**src/lgp_regs.vh**
```
// Register offsets, field positions, reset values and codes for the shared LCD/analog GPIO ports
`ifndef LGP_REGS_VH
`define LGP_REGS_VH

// Register offsets, chosen locally
`define LGP_ADDR_W          4
`define LGP_OFS_PA_LATCH    4'h0
`define LGP_OFS_PA_DIR      4'h1
`define LGP_OFS_PB_LEVELS   4'h2
`define LGP_OFS_PB_FUNC     4'h3
`define LGP_OFS_CFG         4'h4

// Field positions
`define LGP_PB_FUNC_IRQ_BIT 3
`define LGP_CFG_SEG_LSB     0
`define LGP_CFG_SEG_MSB     3
`define LGP_CFG_CH_LSB      4
`define LGP_CFG_CH_MSB      7

// Reset values
`define LGP_PA_LATCH_RST    4'h0
`define LGP_PA_DIR_RST      4'h0
`define LGP_PB_IRQ_RST      1'b0
`define LGP_CFG_RST         8'h00

// Fixed read patterns
`define LGP_PA_RSVD_RD      4'hf
`define LGP_PA_DIR_RD       8'hff
`define LGP_PB_FUNC_RSVD    8'hf7
`define LGP_UNMAPPED_RD     8'h00

// Field codes
`define LGP_SEG_GPIO        4'h0
`define LGP_CH_AN0          4'h4
`define LGP_CH_AN1          4'h5
`define LGP_CH_AN2          4'h6
`define LGP_CH_AN3          4'h7

`endif

```
**src/lgp_ports.v**
```verilog
// Port A (GPIO / LCD common) and port B (input / analog / interrupt / LVD) logic
`timescale 1ns/1ns
`include "lgp_regs.vh"

////////////////////////////////////////////////////////////////////////////////
// How it works
// - Output pin reads back its latch value
// - Input pin reads the sampled pin level
// - Direction bit 1 output, 0 input
// - Direction and data set pin drive only in GPIO mode
// - Direction register write-only, all bits read 1
// - Nonzero segment field hands pins to LCD commons
// - Reset clears port A data and direction
// - Port B never drives its pins
// - Port B read gives pin levels, no latch
// - Selected analog channel pin reads zero
// - Interrupt select bit routes pin 3, resets 0
// - Other mode bits read one, ignore writes
// - Pin 3 analog on code 0111 unless interrupt
// - Pin 2 analog on code 0110
// - Pin 1 upper threshold input or analog 0101
// - Pin 0 lower threshold input or analog 0100
module lgp_ports (
  // Clock and reset
  input  wire       clk_i,
  input  wire       srst_i,
  // Register port
  input  wire [3:0] addr_i,
  input  wire [7:0] wdata_i,
  input  wire       wr_i,
  input  wire       rd_i,
  output reg  [7:0] rdata_o,
  // Settings owned by neighbouring units
  input  wire       lvd_upper_ref_select_i,
  input  wire       lvd_lower_ref_select_i,
  // LCD common drive levels for commons 4..1
  input  wire [3:0] lcd_common_i,
  // Port A pins
  input  wire [3:0] port_a_pin_i,
  output reg  [3:0] port_a_pin_o,
  output reg  [3:0] port_a_pin_oe_n_o,
  // Port B pins
  input  wire [3:0] port_b_pin_i,
  // Pin function routing
  output reg        ext_interrupt_one_o,
  output reg        ext_interrupt_one_select_o,
  output reg  [3:0] analog_channel_sel_o,
  output reg        external_upper_threshold_sel_o,
  output reg        external_lower_threshold_sel_o,
  output reg  [3:0] lcd_segment_select_field_o,
  output reg  [3:0] adc_channel_field_o
);

  ////////////////////////////////////////////////////////////////////////////////
  // Address decode used by both the write and read paths
  function is_reg;
    input [3:0] a;
    input [3:0] ofs;
    begin
      is_reg = (a == ofs);
    end
  endfunction

  // Returns which port B pin, if any, the channel code connects to the converter
  function [3:0] chan_onehot;
    input [3:0] ch;
    begin
      if (ch == `LGP_CH_AN0) begin
        chan_onehot = 4'h1;
      end else if (ch == `LGP_CH_AN1) begin
        chan_onehot = 4'h2;
      end else if (ch == `LGP_CH_AN2) begin
        chan_onehot = 4'h4;
      end else if (ch == `LGP_CH_AN3) begin
        chan_onehot = 4'h8;
      end else begin
        chan_onehot = 4'h0;
      end
    end
  endfunction

  ////////////////////////////////////////////////////////////////////////////////
  // Register state
  reg  [3:0] pa_latch_q;
  reg  [3:0] pa_dir_q;
  reg        pb_irq_sel_q;
  reg  [7:0] cfg_q;
  reg  [3:0] pa_in_q;
  reg  [3:0] pb_in_q;

  wire [3:0] seg_field;
  wire [3:0] ch_field;
  wire       gpio_mode;
  wire [3:0] an_hit;
  wire [3:0] an_sel;
  wire [3:0] pa_rd;
  wire [3:0] pb_rd;
  reg  [7:0] rdata_d;

  assign seg_field = cfg_q[`LGP_CFG_SEG_MSB:`LGP_CFG_SEG_LSB];
  assign ch_field  = cfg_q[`LGP_CFG_CH_MSB:`LGP_CFG_CH_LSB];
  assign gpio_mode = (seg_field == `LGP_SEG_GPIO);
  assign an_hit    = chan_onehot(ch_field);

  // Alternate inputs override the analog path on pins 3, 1 and 0
  assign an_sel[3] = an_hit[3] & ~pb_irq_sel_q;
  assign an_sel[2] = an_hit[2];
  assign an_sel[1] = an_hit[1] & ~lvd_upper_ref_select_i;
  assign an_sel[0] = an_hit[0] & ~lvd_lower_ref_select_i;

  ////////////////////////////////////////////////////////////////////////////////
  // Pin sampling and data read muxing
  always @(posedge clk_i) begin
    if (srst_i) begin
      pa_in_q <= 4'h0;
      pb_in_q <= 4'h0;
    end else begin
      pa_in_q <= port_a_pin_i;
      pb_in_q <= port_b_pin_i;
    end
  end

  genvar gi;
  generate
    for (gi = 0; gi < 4; gi = gi + 1) begin : g_bit
      // Latch when output, pin when input
      assign pa_rd[gi] = pa_dir_q[gi] ? pa_latch_q[gi] : pa_in_q[gi];
      // Analog-selected pin reads zero so the converter load does not show as data
      assign pb_rd[gi] = an_sel[gi] ? 1'b0 : pb_in_q[gi];
    end
  endgenerate

  ////////////////////////////////////////////////////////////////////////////////
  // Register writes
  always @(posedge clk_i) begin
    if (srst_i) begin
      pa_latch_q   <= `LGP_PA_LATCH_RST;
      pa_dir_q     <= `LGP_PA_DIR_RST;
      pb_irq_sel_q <= `LGP_PB_IRQ_RST;
      cfg_q        <= `LGP_CFG_RST;
    end else if (wr_i) begin
      if (is_reg(addr_i, `LGP_OFS_PA_LATCH)) begin
        pa_latch_q <= wdata_i[3:0];
      end else if (is_reg(addr_i, `LGP_OFS_PA_DIR)) begin
        pa_dir_q <= wdata_i[3:0];
      end else if (is_reg(addr_i, `LGP_OFS_PB_FUNC)) begin
        pb_irq_sel_q <= wdata_i[`LGP_PB_FUNC_IRQ_BIT];
      end else if (is_reg(addr_i, `LGP_OFS_CFG)) begin
        cfg_q <= wdata_i;
      end
    end
  end

  ////////////////////////////////////////////////////////////////////////////////
  // Register reads; data stands only in the cycle after the strobe
  always @* begin
    rdata_d = `LGP_UNMAPPED_RD;
    if (is_reg(addr_i, `LGP_OFS_PA_LATCH)) begin
      rdata_d = {`LGP_PA_RSVD_RD, pa_rd};
    end else if (is_reg(addr_i, `LGP_OFS_PA_DIR)) begin
      rdata_d = `LGP_PA_DIR_RD;
    end else if (is_reg(addr_i, `LGP_OFS_PB_LEVELS)) begin
      rdata_d = {4'h0, pb_rd};
    end else if (is_reg(addr_i, `LGP_OFS_PB_FUNC)) begin
      rdata_d = `LGP_PB_FUNC_RSVD | {4'h0, pb_irq_sel_q, 3'h0};
    end else if (is_reg(addr_i, `LGP_OFS_CFG)) begin
      rdata_d = cfg_q;
    end
  end

  always @(posedge clk_i) begin
    if (srst_i) begin
      rdata_o <= 8'h00;
    end else if (rd_i) begin
      rdata_o <= rdata_d;
    end else begin
      rdata_o <= 8'h00;
    end
  end

  ////////////////////////////////////////////////////////////////////////////////
  // Pin drive; outputs are registered so a pin changes one cycle after its cause
  always @(posedge clk_i) begin
    if (srst_i) begin
      port_a_pin_o      <= 4'h0;
      port_a_pin_oe_n_o <= 4'hf;
    end else if (gpio_mode) begin
      port_a_pin_o      <= pa_latch_q;
      port_a_pin_oe_n_o <= ~pa_dir_q;
    end else begin
      port_a_pin_o      <= lcd_common_i;
      port_a_pin_oe_n_o <= 4'h0;
    end
  end

  // Port B has no drivers at all; only routing selects and the gated pin 3 interrupt leave the block
  always @(posedge clk_i) begin
    if (srst_i) begin
      ext_interrupt_one_o            <= 1'b0;
      ext_interrupt_one_select_o     <= 1'b0;
      analog_channel_sel_o           <= 4'h0;
      external_upper_threshold_sel_o <= 1'b0;
      external_lower_threshold_sel_o <= 1'b0;
      lcd_segment_select_field_o     <= 4'h0;
      adc_channel_field_o            <= 4'h0;
    end else begin
      // Interrupt sees pin 3 only while selected; otherwise held low
      ext_interrupt_one_o            <= pb_irq_sel_q & pb_in_q[3];
      ext_interrupt_one_select_o     <= pb_irq_sel_q;
      analog_channel_sel_o           <= an_sel;
      external_upper_threshold_sel_o <= lvd_upper_ref_select_i;
      external_lower_threshold_sel_o <= lvd_lower_ref_select_i;
      lcd_segment_select_field_o     <= seg_field;
      adc_channel_field_o            <= ch_field;
    end
  end

endmodule // lgp_ports

```
**config.mk**
```make
export PLATFORM = sky130hd
export DESIGN_NAME = lgp_ports
export DESIGN_NICKNAME = d
export VERILOG_FILES = /design/src/lgp_ports.v
export VERILOG_INCLUDE_DIRS = /design/src
export SDC_FILE = /design/constraint.sdc
export NUM_CORES = 1
export LEC_CHECK = 0
export ABC_CLOCK_PERIOD_IN_PS = 2300
export BUFFER_PORTS_ARGS = -buffer_cell sky130_fd_sc_hd__buf_2
export CORE_MARGIN = 10
export CORE_UTILIZATION = 54
export CTS_CLUSTER_SIZE = 12
export DETAILED_ROUTE_END_ITERATION = 7
export HOLD_SLACK_MARGIN = 0.03
export PLACE_DENSITY = 0.91
export SLEW_MARGIN = 30
export SYNTH_ARGS = -nofsm -noshare
export SYNTH_HDL_FRONTEND = slang
export SYNTH_SLANG_ARGS = --single-unit
```
**constraint.sdc**
```tcl
create_clock -name clk_i -period 2.3 [get_ports clk_i]
set_clock_uncertainty 0.05 [all_clocks]
set_input_delay 0.23 -clock clk_i [delete_from_list [all_inputs] [get_ports clk_i]]
set_output_delay 0.23 -clock clk_i [all_outputs]
set_load 0.01 [all_outputs]
```
==> results of run 1 <==
kinds of logic after synthesis:
group	Yosys count	synth area share, %
compound gates	59	17.9
flops	57	54.4
buf+inv	15	3.64
mux	5	2.44
simple gates	72	21.6
final timing paths:
check / startpoint / endpoint / slack [ns] / cells after the start
min reg2reg: pb_in_q[3]$_SDFF_PP0_ / ext_interrupt_one_o$_SDFF_PP0_ / 0.42 / 1
min: port_b_pin_i[2] / pb_in_q[2]$_SDFF_PP0_ / 0.05 / 2
max: cfg_q[0]$_SDFFE_PP0P_ / port_a_pin_o[3]$_SDFF_PP0_ / 0.76 / 3
max reg2reg: cfg_q[0]$_SDFFE_PP0P_ / port_a_pin_o[3]$_SDFF_PP0_ / 0.76 / 3
stage by stage:
| stage | setup WS, ns | utilization [%] | power [mW] | std cells | hold WS [ns] |
|---|---|---|---|---|---|
| final | 0.758 | 70.2 | 2.10 | 321 | 0.0517 |
| after global routing | 0.681 | 70.2 | 2.18 | 321 | 0.0518 |
| after CTS | 0.752 | 70.2 | 2.11 | 321 | 0.0387 |
| after detailed placement | 0.768 | 64.6 | 1.17 | 305 | 0.394 |
| after global placement | 0.826 | 64.6 | 1.17 | 305 | 0.390 |
| after floorplan | 0.955 | - | 1.12 | 208 | 0.259 |
Yosys cell counts (3+ instances only):
cell type,instances,share of area [%]
dfxtp_1,57,54
nor2b_1,24,7.2
a21oi_1,21,5.0
o21ai_0,19,4.5
nand3_1,18,4.3
nor2_1,6,1.1
clkbuf_1,5,0.89
nand2_1,5,0.89
buf_2,4,0.95
mux2i_1,4,1.9
o21bai_1,4,1.4
a211oi_2,3,1.8
a21boi_0,3,1.1
nand2b_1,3,0.89
nor4_1,3,0.89
worst max-delay path, stage by stage, from the launching register on:
cell and delay, ns:
dfxtp_1 0.32, or4_1 0.74, mux2i_1 0.24, nor2_1 0.06
power groups by stage:
stage	Combinational, mW	Sequential [mW]	Clock [mW]
2_1_floorplan	0.0767	1.04	0
5_1_grt	0.147	1.02	1.01
4_1_cts	0.132	1.02	0.963
6_report	0.133	1.02	0.948
3_3_place_gp	0.130	1.04	0
3_5_place_dp	0.132	1.04	0
cell type report:
type                            instances  area (um^2)
Tap cell                               48         60.1
Inverter                                2         7.51
Multi-Input combinational cell        136          881
Timing Repair Buffer                   62          313
Clock inverter                          2         35.0
Clock buffer                           14          173
Fill cell                             275         1110
Sequential cell                        57         1140
layer usage:
metal	up-vias	routed length (um)	GRT usage [%]
met5	-	0	0
met3	15	654	8.10
met4	0	161	8.84
met2	96	2400	24.2
li1	861	-	-
met1	813	1920	18.5
==> results.tsv, run 1 <==
stage	metric	value	unit
sta	grt_setup_unrepaired	false	
clock_tree	post_cts.repair.setup_buffers	0	
placement	place.port_buffers	61	
global_route	wire_length_of_the_first_global_routing_pass	8310	um
power	pwr_density_cell	804	nW/um^2
floorplanning	floorplan.die_area	6780	um^2
global_route	track_usage	16.2	%
power	power_leakage	1.08	nW
clock_tree	numClockSinks	57	
power	internal_power	1.65	mW
sta	finalHoldViolCount	0	
critical_path	worst_ep_required_time	2.46	ns
clock_tree	clk_latency	0.34	ns
cells_and_area	layout_common_cells	61 x buf_2, 57 x dfxtp_1, 24 x nor2b_1	
cells_and_area	largestRegisters	cfg_q: 8 flops, rdata_o: 8 flops	
floorplanning	die_y	82.3	um
yosys	async_flop_share	0	%
yosys	yosysWarnings	0	
critical_path	critPathMaxFanout	8	
global_route	vias_in_the_first_global_route	1752	
global_route	initial_antenna_violation_count	0	
floorplanning	start_util	56.5	%
sta	tightestPinTransition	0.709	ns
sta	setup_viol	0	
sta	setup_tns	0	ns
floorplanning	horiz_die_dim	82.3	um
route	detail_route.vias_per_cell	5.56	
placement	dp.final_hpwl	3730	um
clock_tree	holdBufCountCts	0	
clock_tree	buffers_from_clock_root_to_sink_at_most	2	
placement	detailed_place.area	2400	um^2
route	detail_route.drc_violations	0	
sta	timing_max_transition_violations_final	0	
yosys	synth-main-ff-cell	dfxtp_1	
floorplanning	core_area	3720	um^2
power	p_seq_share	48.5	%
floorplanning	num_io_pins	62	
critical_path	worst_ep_arrival_time	1.70	ns
route	drt_first_iter_violations	195	
critical_path	endpoint_kind	flop	
yosys	synth.avg_cell_area	10.1	um^2
run_status	result_of_the_run	finished, final reports clean	
yosys	synthesis.instances	208	
route	dr_total_vias	1785	
power	peakVddDrop	565	uV
power	total_switching_power	0.447	mW
cells_and_area	drive_gt1_share	33.0	%
power	power.share.switching	21.3	%
sta	final_cycle_share	67.1	%
sta	slew-limit-headroom	52.5	%
route	dr.pass1.iters	4	
critical_path	timing.setup.critical_path_class	flop to flop	
cells_and_area	final_cell_area	2610	um^2
min_path	hold_path_class	primary input to flop	
critical_path	setup.worst_path.start_class	flop	
cells_and_area	layout.nets	298	
route	routed_wl	5130	um
floorplanning	core.rowCount	22	
global_route	grt-ovfl-total	0	
job	cap_viol_max_count	0	
yosys	synth-edff-count	0	
global_route	grt_max_degree	27	
cells_and_area	mostFrequentLayoutCell	buf_2	
sta	period_needed	1.54	ns
placement	gp_congestion	0.930	
yosys	mappedNetlistNets	238	
sta	fmaxAchievable	648	MHz
cells_and_area	antennaDiodeCount	0	
clock_tree	cts_max_level	3	
yosys	netlist_area	2100	um^2
clock_tree	clock-root-buffer	clkbuf_8	
yosys	ys_ff_latch	57	
power	share_comb_of_total_power	6.3	%
clock_tree	clock_buffer_count_from_cts	9	
yosys	number_of_distinct_library_cells_after_synthesis	38	
clock_tree	clk_pin_slew	0.06	ns
route	route.detailed.wl_per_inst	16.0	um
power	clock_network_power_share	45.2	%
clock_tree	postCtsResizedCells	0	
clock_tree	tritoncts	done	
yosys	synth_sequential_area_ratio	54.4	%
cells_and_area	flow.area_growth_from_synthesis	24.4	%
route	route.antenna.remaining_nets	0	
Power figures use the tool's default switching activity.
==> run 2: changes to the inputs <==
--- a/config.mk
+++ b/config.mk
@@ -6,14 +6,14 @@
 export SDC_FILE = /design/constraint.sdc
 export NUM_CORES = 1
 export LEC_CHECK = 0
-export ABC_CLOCK_PERIOD_IN_PS = 2300
+export ABC_CLOCK_PERIOD_IN_PS = 1550
 export BUFFER_PORTS_ARGS = -buffer_cell sky130_fd_sc_hd__buf_2
 export CORE_MARGIN = 10
-export CORE_UTILIZATION = 54
+export CORE_UTILIZATION = 50
 export CTS_CLUSTER_SIZE = 12
 export DETAILED_ROUTE_END_ITERATION = 7
 export HOLD_SLACK_MARGIN = 0.03
-export PLACE_DENSITY = 0.91
+export PLACE_DENSITY = 0.86
 export SLEW_MARGIN = 30
 export SYNTH_ARGS = -nofsm -noshare
 export SYNTH_HDL_FRONTEND = slang
==> constraint.sdc (replaced) <==
create_clock -name clk_i -period 1.55 [get_ports clk_i]
set_clock_uncertainty 0.05 [all_clocks]
set_input_delay 0.155 -clock clk_i [delete_from_list [all_inputs] [get_ports clk_i]]
set_output_delay 0.155 -clock clk_i [all_outputs]
set_load 0.01 [all_outputs]
==> run 2 against run 1 <==
Net effect: worst hold slack worse by 0.010 ns; non-clock buffer count rose by 22; largest power group unchanged; total power rose by 51%; critical endpoint is now rdata_o[0]$_SDFF_PP0_.
==> results.tsv, run 2 (same netlist as run 1, synthesis figures left out) <==
stage	metric	value	unit	change
route	route.detailed.wl_per_inst	16.0	um	about the same
placement	dp.final_hpwl	3760	um	+1.0%
min_path	hold_path_class	primary input to flop		
critical_path	worst_ep_arrival_time	1.66	ns	-0.04 ns
critical_path	ff2ff_path_depth	3		unchanged
floorplanning	horiz_die_dim	84.8	um	+3.0%
clock_tree	tritoncts	done		
clock_tree	clock-root-buffer	clkbuf_8		
critical_path	reg_to_reg_critical_path_startpoint	cfg_q[6]$_SDFFE_PP0P_		
floorplanning	core.rowCount	23		+4.5%
global_route	wire_length_of_the_first_global_routing_pass	9080	um	+9.2%
sta	fmaxAchievable	666	MHz	
sta	final_cycle_share	96.9	%	
power	peakVddDrop	594	uV	+5.2%
placement	number_of_cells_after_detailed_placement	313		+2.6%
floorplanning	core_area	4030	um^2	+8.4%
sta	worst_slack_setup_final	0.0483	ns	-0.709 ns
route	dr.pass1.iters	4		unchanged
clock_tree	clk_pin_slew	0.06	ns	about the same
sta	setup_viol	0		unchanged
sta	period_needed	1.50	ns	
cells_and_area	final_cell_area	2820	um^2	+8.1%
critical_path	cp_slowest_stage_delay	0.55	ns	-0.19 ns
clock_tree	numClockSinks	57		unchanged
cells_and_area	layout.nets	320		+7.4%
critical_path	worst_ep_required_time	1.71	ns	-0.75 ns
critical_path	critPathMaxFanout	2		-6
cells_and_area	finish.cell_count_without_fillers	345		+7.5%
route	detail_route.vias_per_cell	5.40		-2.9%
floorplanning	floorplan.die_area	7190	um^2	+6.0%
critical_path	setup.worst_path.start_class	primary input		
power	pwr_density_cell	1120	nW/um^2	+40%
sta	grt_setup_unrepaired	false		
global_route	grt-ovfl-total	0		unchanged
route	routed_wl	5520	um	+7.5%
cells_and_area	layout_common_cells	61 x buf_2, 57 x dfxtp_1, 24 x nor2b_1		
clock_tree	cts_max_level	3		unchanged
critical_path	endpoint_kind	flop		
global_route	initial_antenna_violation_count	0		unchanged
route	drt_first_iter_violations	138		-29%
floorplanning	num_io_pins	62		unchanged
sta	timing_max_transition_violations_final	0		unchanged
sta	tightestPinTransition	0.546	ns	-0.164 ns
min_path	hold_path.startpoint	lcd_common_i[2]		
placement	preCtsSetupSlack	0.0280	ns	-0.740 ns
cells_and_area	mostFrequentLayoutCell	buf_2		
placement	detailed_place.area	2450	um^2	+2.0%
global_route	vias_in_the_first_global_route	1883		+7.5%
critical_path	timing.setup.critical_path_class	primary input to flop		
run_status	result_of_the_run	finished, final reports clean		
job	cap_viol_max_count	0		unchanged
min_path	worst_hold_path.num_cells	3		+1
global_route	grt_max_degree	50		+85%
cells_and_area	fillerInstances	288		+4.7%
cells_and_area	largestRegisters	cfg_q: 8 flops, rdata_o: 8 flops		
global_route	track_usage	15.6	%	-0.60 points
critical_path	timing.critical_path.cells	dlygate4sd3_1, buf_2, or3b_2, o31ai_1, a2111oi_2		
route	detail_route.drc_violations	0		unchanged
placement	place.port_buffers	61		unchanged
cells_and_area	antennaDiodeCount	0		unchanged
placement	gp_congestion	0.881		-5.2%
power	power_leakage	1.18	nW	+9.0%
floorplanning	die_y	84.8	um	+3.0%
cells_and_area	flow.area_growth_from_synthesis	34.5	%	
critical_path	worstSetupStartpoint	lvd_lower_ref_select_i		
cells_and_area	drive_gt1_share	32.9	%	-0.086 points
sta	finalHoldViolCount	0		unchanged
route	dr_total_vias	1862		+4.3%
clock_tree	clock_buffer_count_from_cts	9		unchanged
clock_tree	post_cts.repair.setup_buffers	0		unchanged
clock_tree	buffers_from_clock_root_to_sink_at_most	2		unchanged
sta	setup_tns	0	ns	unchanged
clock_tree	clk_latency	0.33	ns	about the same
route	route.antenna.remaining_nets	0		unchanged
critical_path	critical_path.slowest_cell	dlygate4sd3_1		
sta	slew-limit-headroom	63.5	%	+11 points
floorplanning	start_util	52.1	%	-4.4 points
cells_and_area	finalCoreUtilization	70.0	%	-0.20 points
==> run 2: changes by cell type in the layout (fill, tap and decap cells not counted) <==
cell and change:
or4_4 +1, dlygate4sd3_1 +16, buf_4 +6, or4_1 -1
==> run 2: final timing paths <==
check	endpoint	slack, ns
min	port_a_pin_o[2]$_SDFF_PP0_	0.04
min reg2reg	port_a_pin_oe_n_o[3]$_SDFF_PP1_	0.43
max	rdata_o[0]$_SDFF_PP0_	0.05
max reg2reg	rdata_o[0]$_SDFF_PP0_	0.12
==> run 2: area by class of cell <==
| type | count | area (um^2) | area share [%] |
|---|---|---|---|
| inverter | 2 | 7.51 | 0.266 |
| multi-input combinational | 136 | 885 | 31.4 |
| sequential | 57 | 1140 | 40.4 |
| timing repair buffer | 84 | 518 | 18.4 |
| clock inverter | 2 | 35.0 | 1.24 |
| tap | 50 | 62.6 | 2.22 |
| clock buffer | 14 | 173 | 6.12 |
==> run 2: critical path, delay by kind of cell <==
family | cells | cell delay [ns]
simple gates | 1 | 0.46
compound gates | 2 | 0.37
buf+inv | 2 | 0.68
==> run 2: power breakdown <==
part           total, mW  internal (mW)  switching [mW]  leakage, nW
combinational      0.243          0.115           0.127        0.605
clock               1.42          0.873           0.549        0.107
sequential          1.51           1.50          0.0120        0.463
total               3.17           2.49           0.688         1.18
==> run 2: routing by layer <==
layer	GRT usage (%)	routed length [um]
met3	5.51	465
met4	9.58	153
met2	24.4	2660
met5	0	0
met1	17.7	2250
==> run 2: timing repair <==
action / in CTS / in global routing
setup endpoints to repair: 0 / 4
endpoints found under the hold margin: 16 / 0
gates resized for setup: 0 / 1
hold buffers: 16 / 0
==> run 2: stage by stage <==
stage,hold slack (ns),power (mW)
after detailed placement,0.318,1.75
final,0.0416,3.17
after global routing,0.0572,3.28
after global placement,0.316,1.74
after floorplan,0.184,1.66
after CTS,0.0334,3.18
==> run 3: changes to the inputs <==
--- a/config.mk
+++ b/config.mk
@@ -8,7 +8,7 @@
 export LEC_CHECK = 0
 export ABC_CLOCK_PERIOD_IN_PS = 1550
 export BUFFER_PORTS_ARGS = -buffer_cell sky130_fd_sc_hd__buf_2
-export CORE_MARGIN = 10
+export CORE_MARGIN = 2
 export CORE_UTILIZATION = 50
 export CTS_CLUSTER_SIZE = 12
 export DETAILED_ROUTE_END_ITERATION = 7
==> constraint.sdc (replaced) <==
create_clock -name clk_i -period 1.55 [get_ports clk_i]
set_clock_uncertainty 0.05 [all_clocks]
set_input_delay 0.155 -clock clk_i [delete_from_list [all_inputs] [get_ports clk_i]]
set_output_delay 0.155 -clock clk_i [all_outputs]
set_load 0.02 [all_outputs]
==> run 3 against run 2 <==
Net effect: via count is 2.8% higher; core utilization increased by 0.31 points; largest power group unchanged; die area is 34% lower; first-iteration DRC count rose by 5.1%; global-route usage increased by 10 points; wire length down 2.1%; register-to-register slack worse by 0.03 ns; clock power is 4% higher; largest cell class unchanged; setup slack better by 0.016 ns; highest routed layer unchanged; critical path depth did not move.
==> results.tsv, run 3 (same netlist as run 1, synthesis figures left out) <==
stage	metric	value	unit	change
run_status	result_of_the_run	finished, final reports clean		
route	dr_total_vias	1915		+2.8%
sta	fmaxAchievable	673	MHz	+1.1%
global_route	track_usage	25.6	%	+10 points
cells_and_area	fillerInstances	297		+3.1%
clock_tree	tritoncts	done		
route	routed_wl	5410	um	-2.1%
cells_and_area	mostFrequentLayoutCell	buf_2		
clock_tree	cts_max_level	3		unchanged
critical_path	reg2reg_slack	0.09	ns	-0.03 ns
critical_path	worst_ep_arrival_time	1.65	ns	about the same
floorplanning	core_area	4030	um^2	unchanged
floorplanning	start_util	52.1	%	unchanged
global_route	initial_antenna_violation_count	0		unchanged
clock_tree	clk_latency	0.33	ns	about the same
cells_and_area	layout.nets	321		+0.31%
route	route.detailed.wl_per_inst	15.7	um	-2.1%
job	cap_viol_max_count	0		unchanged
sta	setup_tns	0	ns	unchanged
cells_and_area	antennaDiodeCount	0		unchanged
clock_tree	post_cts.repair.setup_buffers	0		unchanged
critical_path	critPathMaxFanout	2		unchanged
power	power_leakage	1.18	nW	+0.33%
sta	timing_max_transition_violations_final	0		unchanged
clock_tree	numClockSinks	57		unchanged
clock_tree	clock_buffer_count_from_cts	9		unchanged
cells_and_area	largestRegisters	cfg_q: 8 flops, rdata_o: 8 flops		
sta	final_cycle_share	95.8	%	-1.0 points
cells_and_area	final_cell_area	2830	um^2	+0.44%
critical_path	r2r_end	rdata_o[0]$_SDFF_PP0_		
floorplanning	floorplan.die_area	4730	um^2	-34%
global_route	wire_length_of_the_first_global_routing_pass	8580	um	-5.5%
power	peakVddDrop	630	uV	+6.0%
critical_path	timing.setup.critical_path_class	primary input to flop		
sta	finalHoldViolCount	0		unchanged
clock_tree	clk_pin_slew	0.06	ns	about the same
critical_path	reg_to_reg_critical_path_startpoint	cfg_q[6]$_SDFFE_PP0P_		
placement	place.port_buffers	61		unchanged
floorplanning	horiz_die_dim	68.8	um	-19%
critical_path	worst_ep_required_time	1.71	ns	about the same
floorplanning	die_y	68.8	um	-19%
sta	slew-limit-headroom	66.5	%	+3.0 points
route	detail_route.drc_violations	0		unchanged
critical_path	worstSetupStartpoint	lvd_lower_ref_select_i		
critical_path	setup.worst_path.start_class	primary input		
route	dr.pass1.iters	5		+1
placement	dp.final_hpwl	3350	um	-11%
global_route	grt-ovfl-total	0		unchanged
placement	detailed_place.area	2450	um^2	unchanged
floorplanning	num_io_pins	62		unchanged
global_route	vias_in_the_first_global_route	1798		-4.5%
sta	tightestPinTransition	0.501	ns	-0.0446 ns
route	route.antenna.remaining_nets	0		unchanged
global_route	grt_max_degree	50		unchanged
critical_path	cp-endpoint	rdata_o[0]$_SDFF_PP0_		
cells_and_area	layout_common_cells	61 x buf_2, 57 x dfxtp_1, 24 x nor2b_1		
clock_tree	clock-root-buffer	clkbuf_8		
clock_tree	buffers_from_clock_root_to_sink_at_most	2		unchanged
cells_and_area	drive_gt1_share	32.5	%	-0.34 points
route	drt_first_iter_violations	145		+5.1%
cells_and_area	flow.area_growth_from_synthesis	35.1	%	
power	pwr_density_cell	1150	nW/um^2	+2.0%
sta	period_needed	1.49	ns	-0.0162 ns
sta	grt_setup_unrepaired	false		
critical_path	endpoint_kind	flop		
critical_path	ff2ff_path_depth	3		unchanged
placement	gp_congestion	0.831		-5.7%
min_path	hold_path_class	primary input to flop		
sta	setup_viol	0		unchanged
route	detail_route.vias_per_cell	5.55		+2.8%
floorplanning	core.rowCount	23		unchanged
[run 3: critical path: stages]
cell           delay, ns
dlygate4sd3_1       0.53
buf_2               0.13
or3b_2              0.45
o31ai_1             0.26
a2111oi_2           0.11
[run 3: area by class of cell]
type	instances	area (um^2)	area share (%)
flip-flops and latches	57	1140	40.3
multi-input cells	136	885	31.2
repair buffers	85	528	18.6
clock buffers	12	145	5.12
clock inverters	3	65.1	2.30
well taps	50	62.6	2.21
inverters	2	7.51	0.265
[run 3: report_power, final]
| part | switching, mW | internal [mW] | leakage [nW] |
|---|---|---|---|
| Clock | 0.544 | 0.938 | 0.106 |
| Sequential | 0.0125 | 1.50 | 0.463 |
| Combinational | 0.141 | 0.117 | 0.609 |
[run 3: how the worst min path moves through the flow]
stage | to | from | slack (ns) | depth (start not counted)
floorplan | ext_interrupt_one_select_o$_SDFF_PP0_ | srst_i | 0.18 | 1
detailed placement | pa_in_q[2]$_SDFF_PP0_ | port_a_pin_i[2] | 0.33 | 2
global route | pa_latch_q[2]$_SDFFE_PP0P_ | wdata_i[2] | 0.06 | 3
finish | pa_latch_q[2]$_SDFFE_PP0P_ | wdata_i[2] | 0.06 | 3
global placement | pa_in_q[0]$_SDFF_PP0_ | port_a_pin_i[0] | 0.31 | 2
CTS | port_a_pin_o[2]$_SDFF_PP0_ | lcd_common_i[2] | 0.03 | 3
[run 3: layer usage]
layer	up-vias	global-route usage, %	share of wire (%)
met1	873	31.2	40
li1	903	-	-
met5	-	0	0
met2	115	39.4	48
met3	24	7.79	8.5
met4	0	15.9	4.2
[run 3: through the flow]
step	power, mW	worst slack, ns	cells	utilization [%]	hold WS [ns]
after floorplan	1.67	0.219	208	-	0.184
after global placement	1.75	0.0803	313	60.8	0.315
after detailed placement	1.76	0.0166	313	60.8	0.329
after CTS	3.25	0.000584	344	70.0	0.0317
after global routing	3.35	0.0119	345	70.3	0.0645
final	3.25	0.0645	345	70.3	0.0634
[run 3: what timing repair did]
action                                 4_1_cts  5_1_grt
gates resized for setup                      0        1
setup endpoints to repair                    0        4
endpoints found under the hold margin       16        1
hold buffers                                16        1
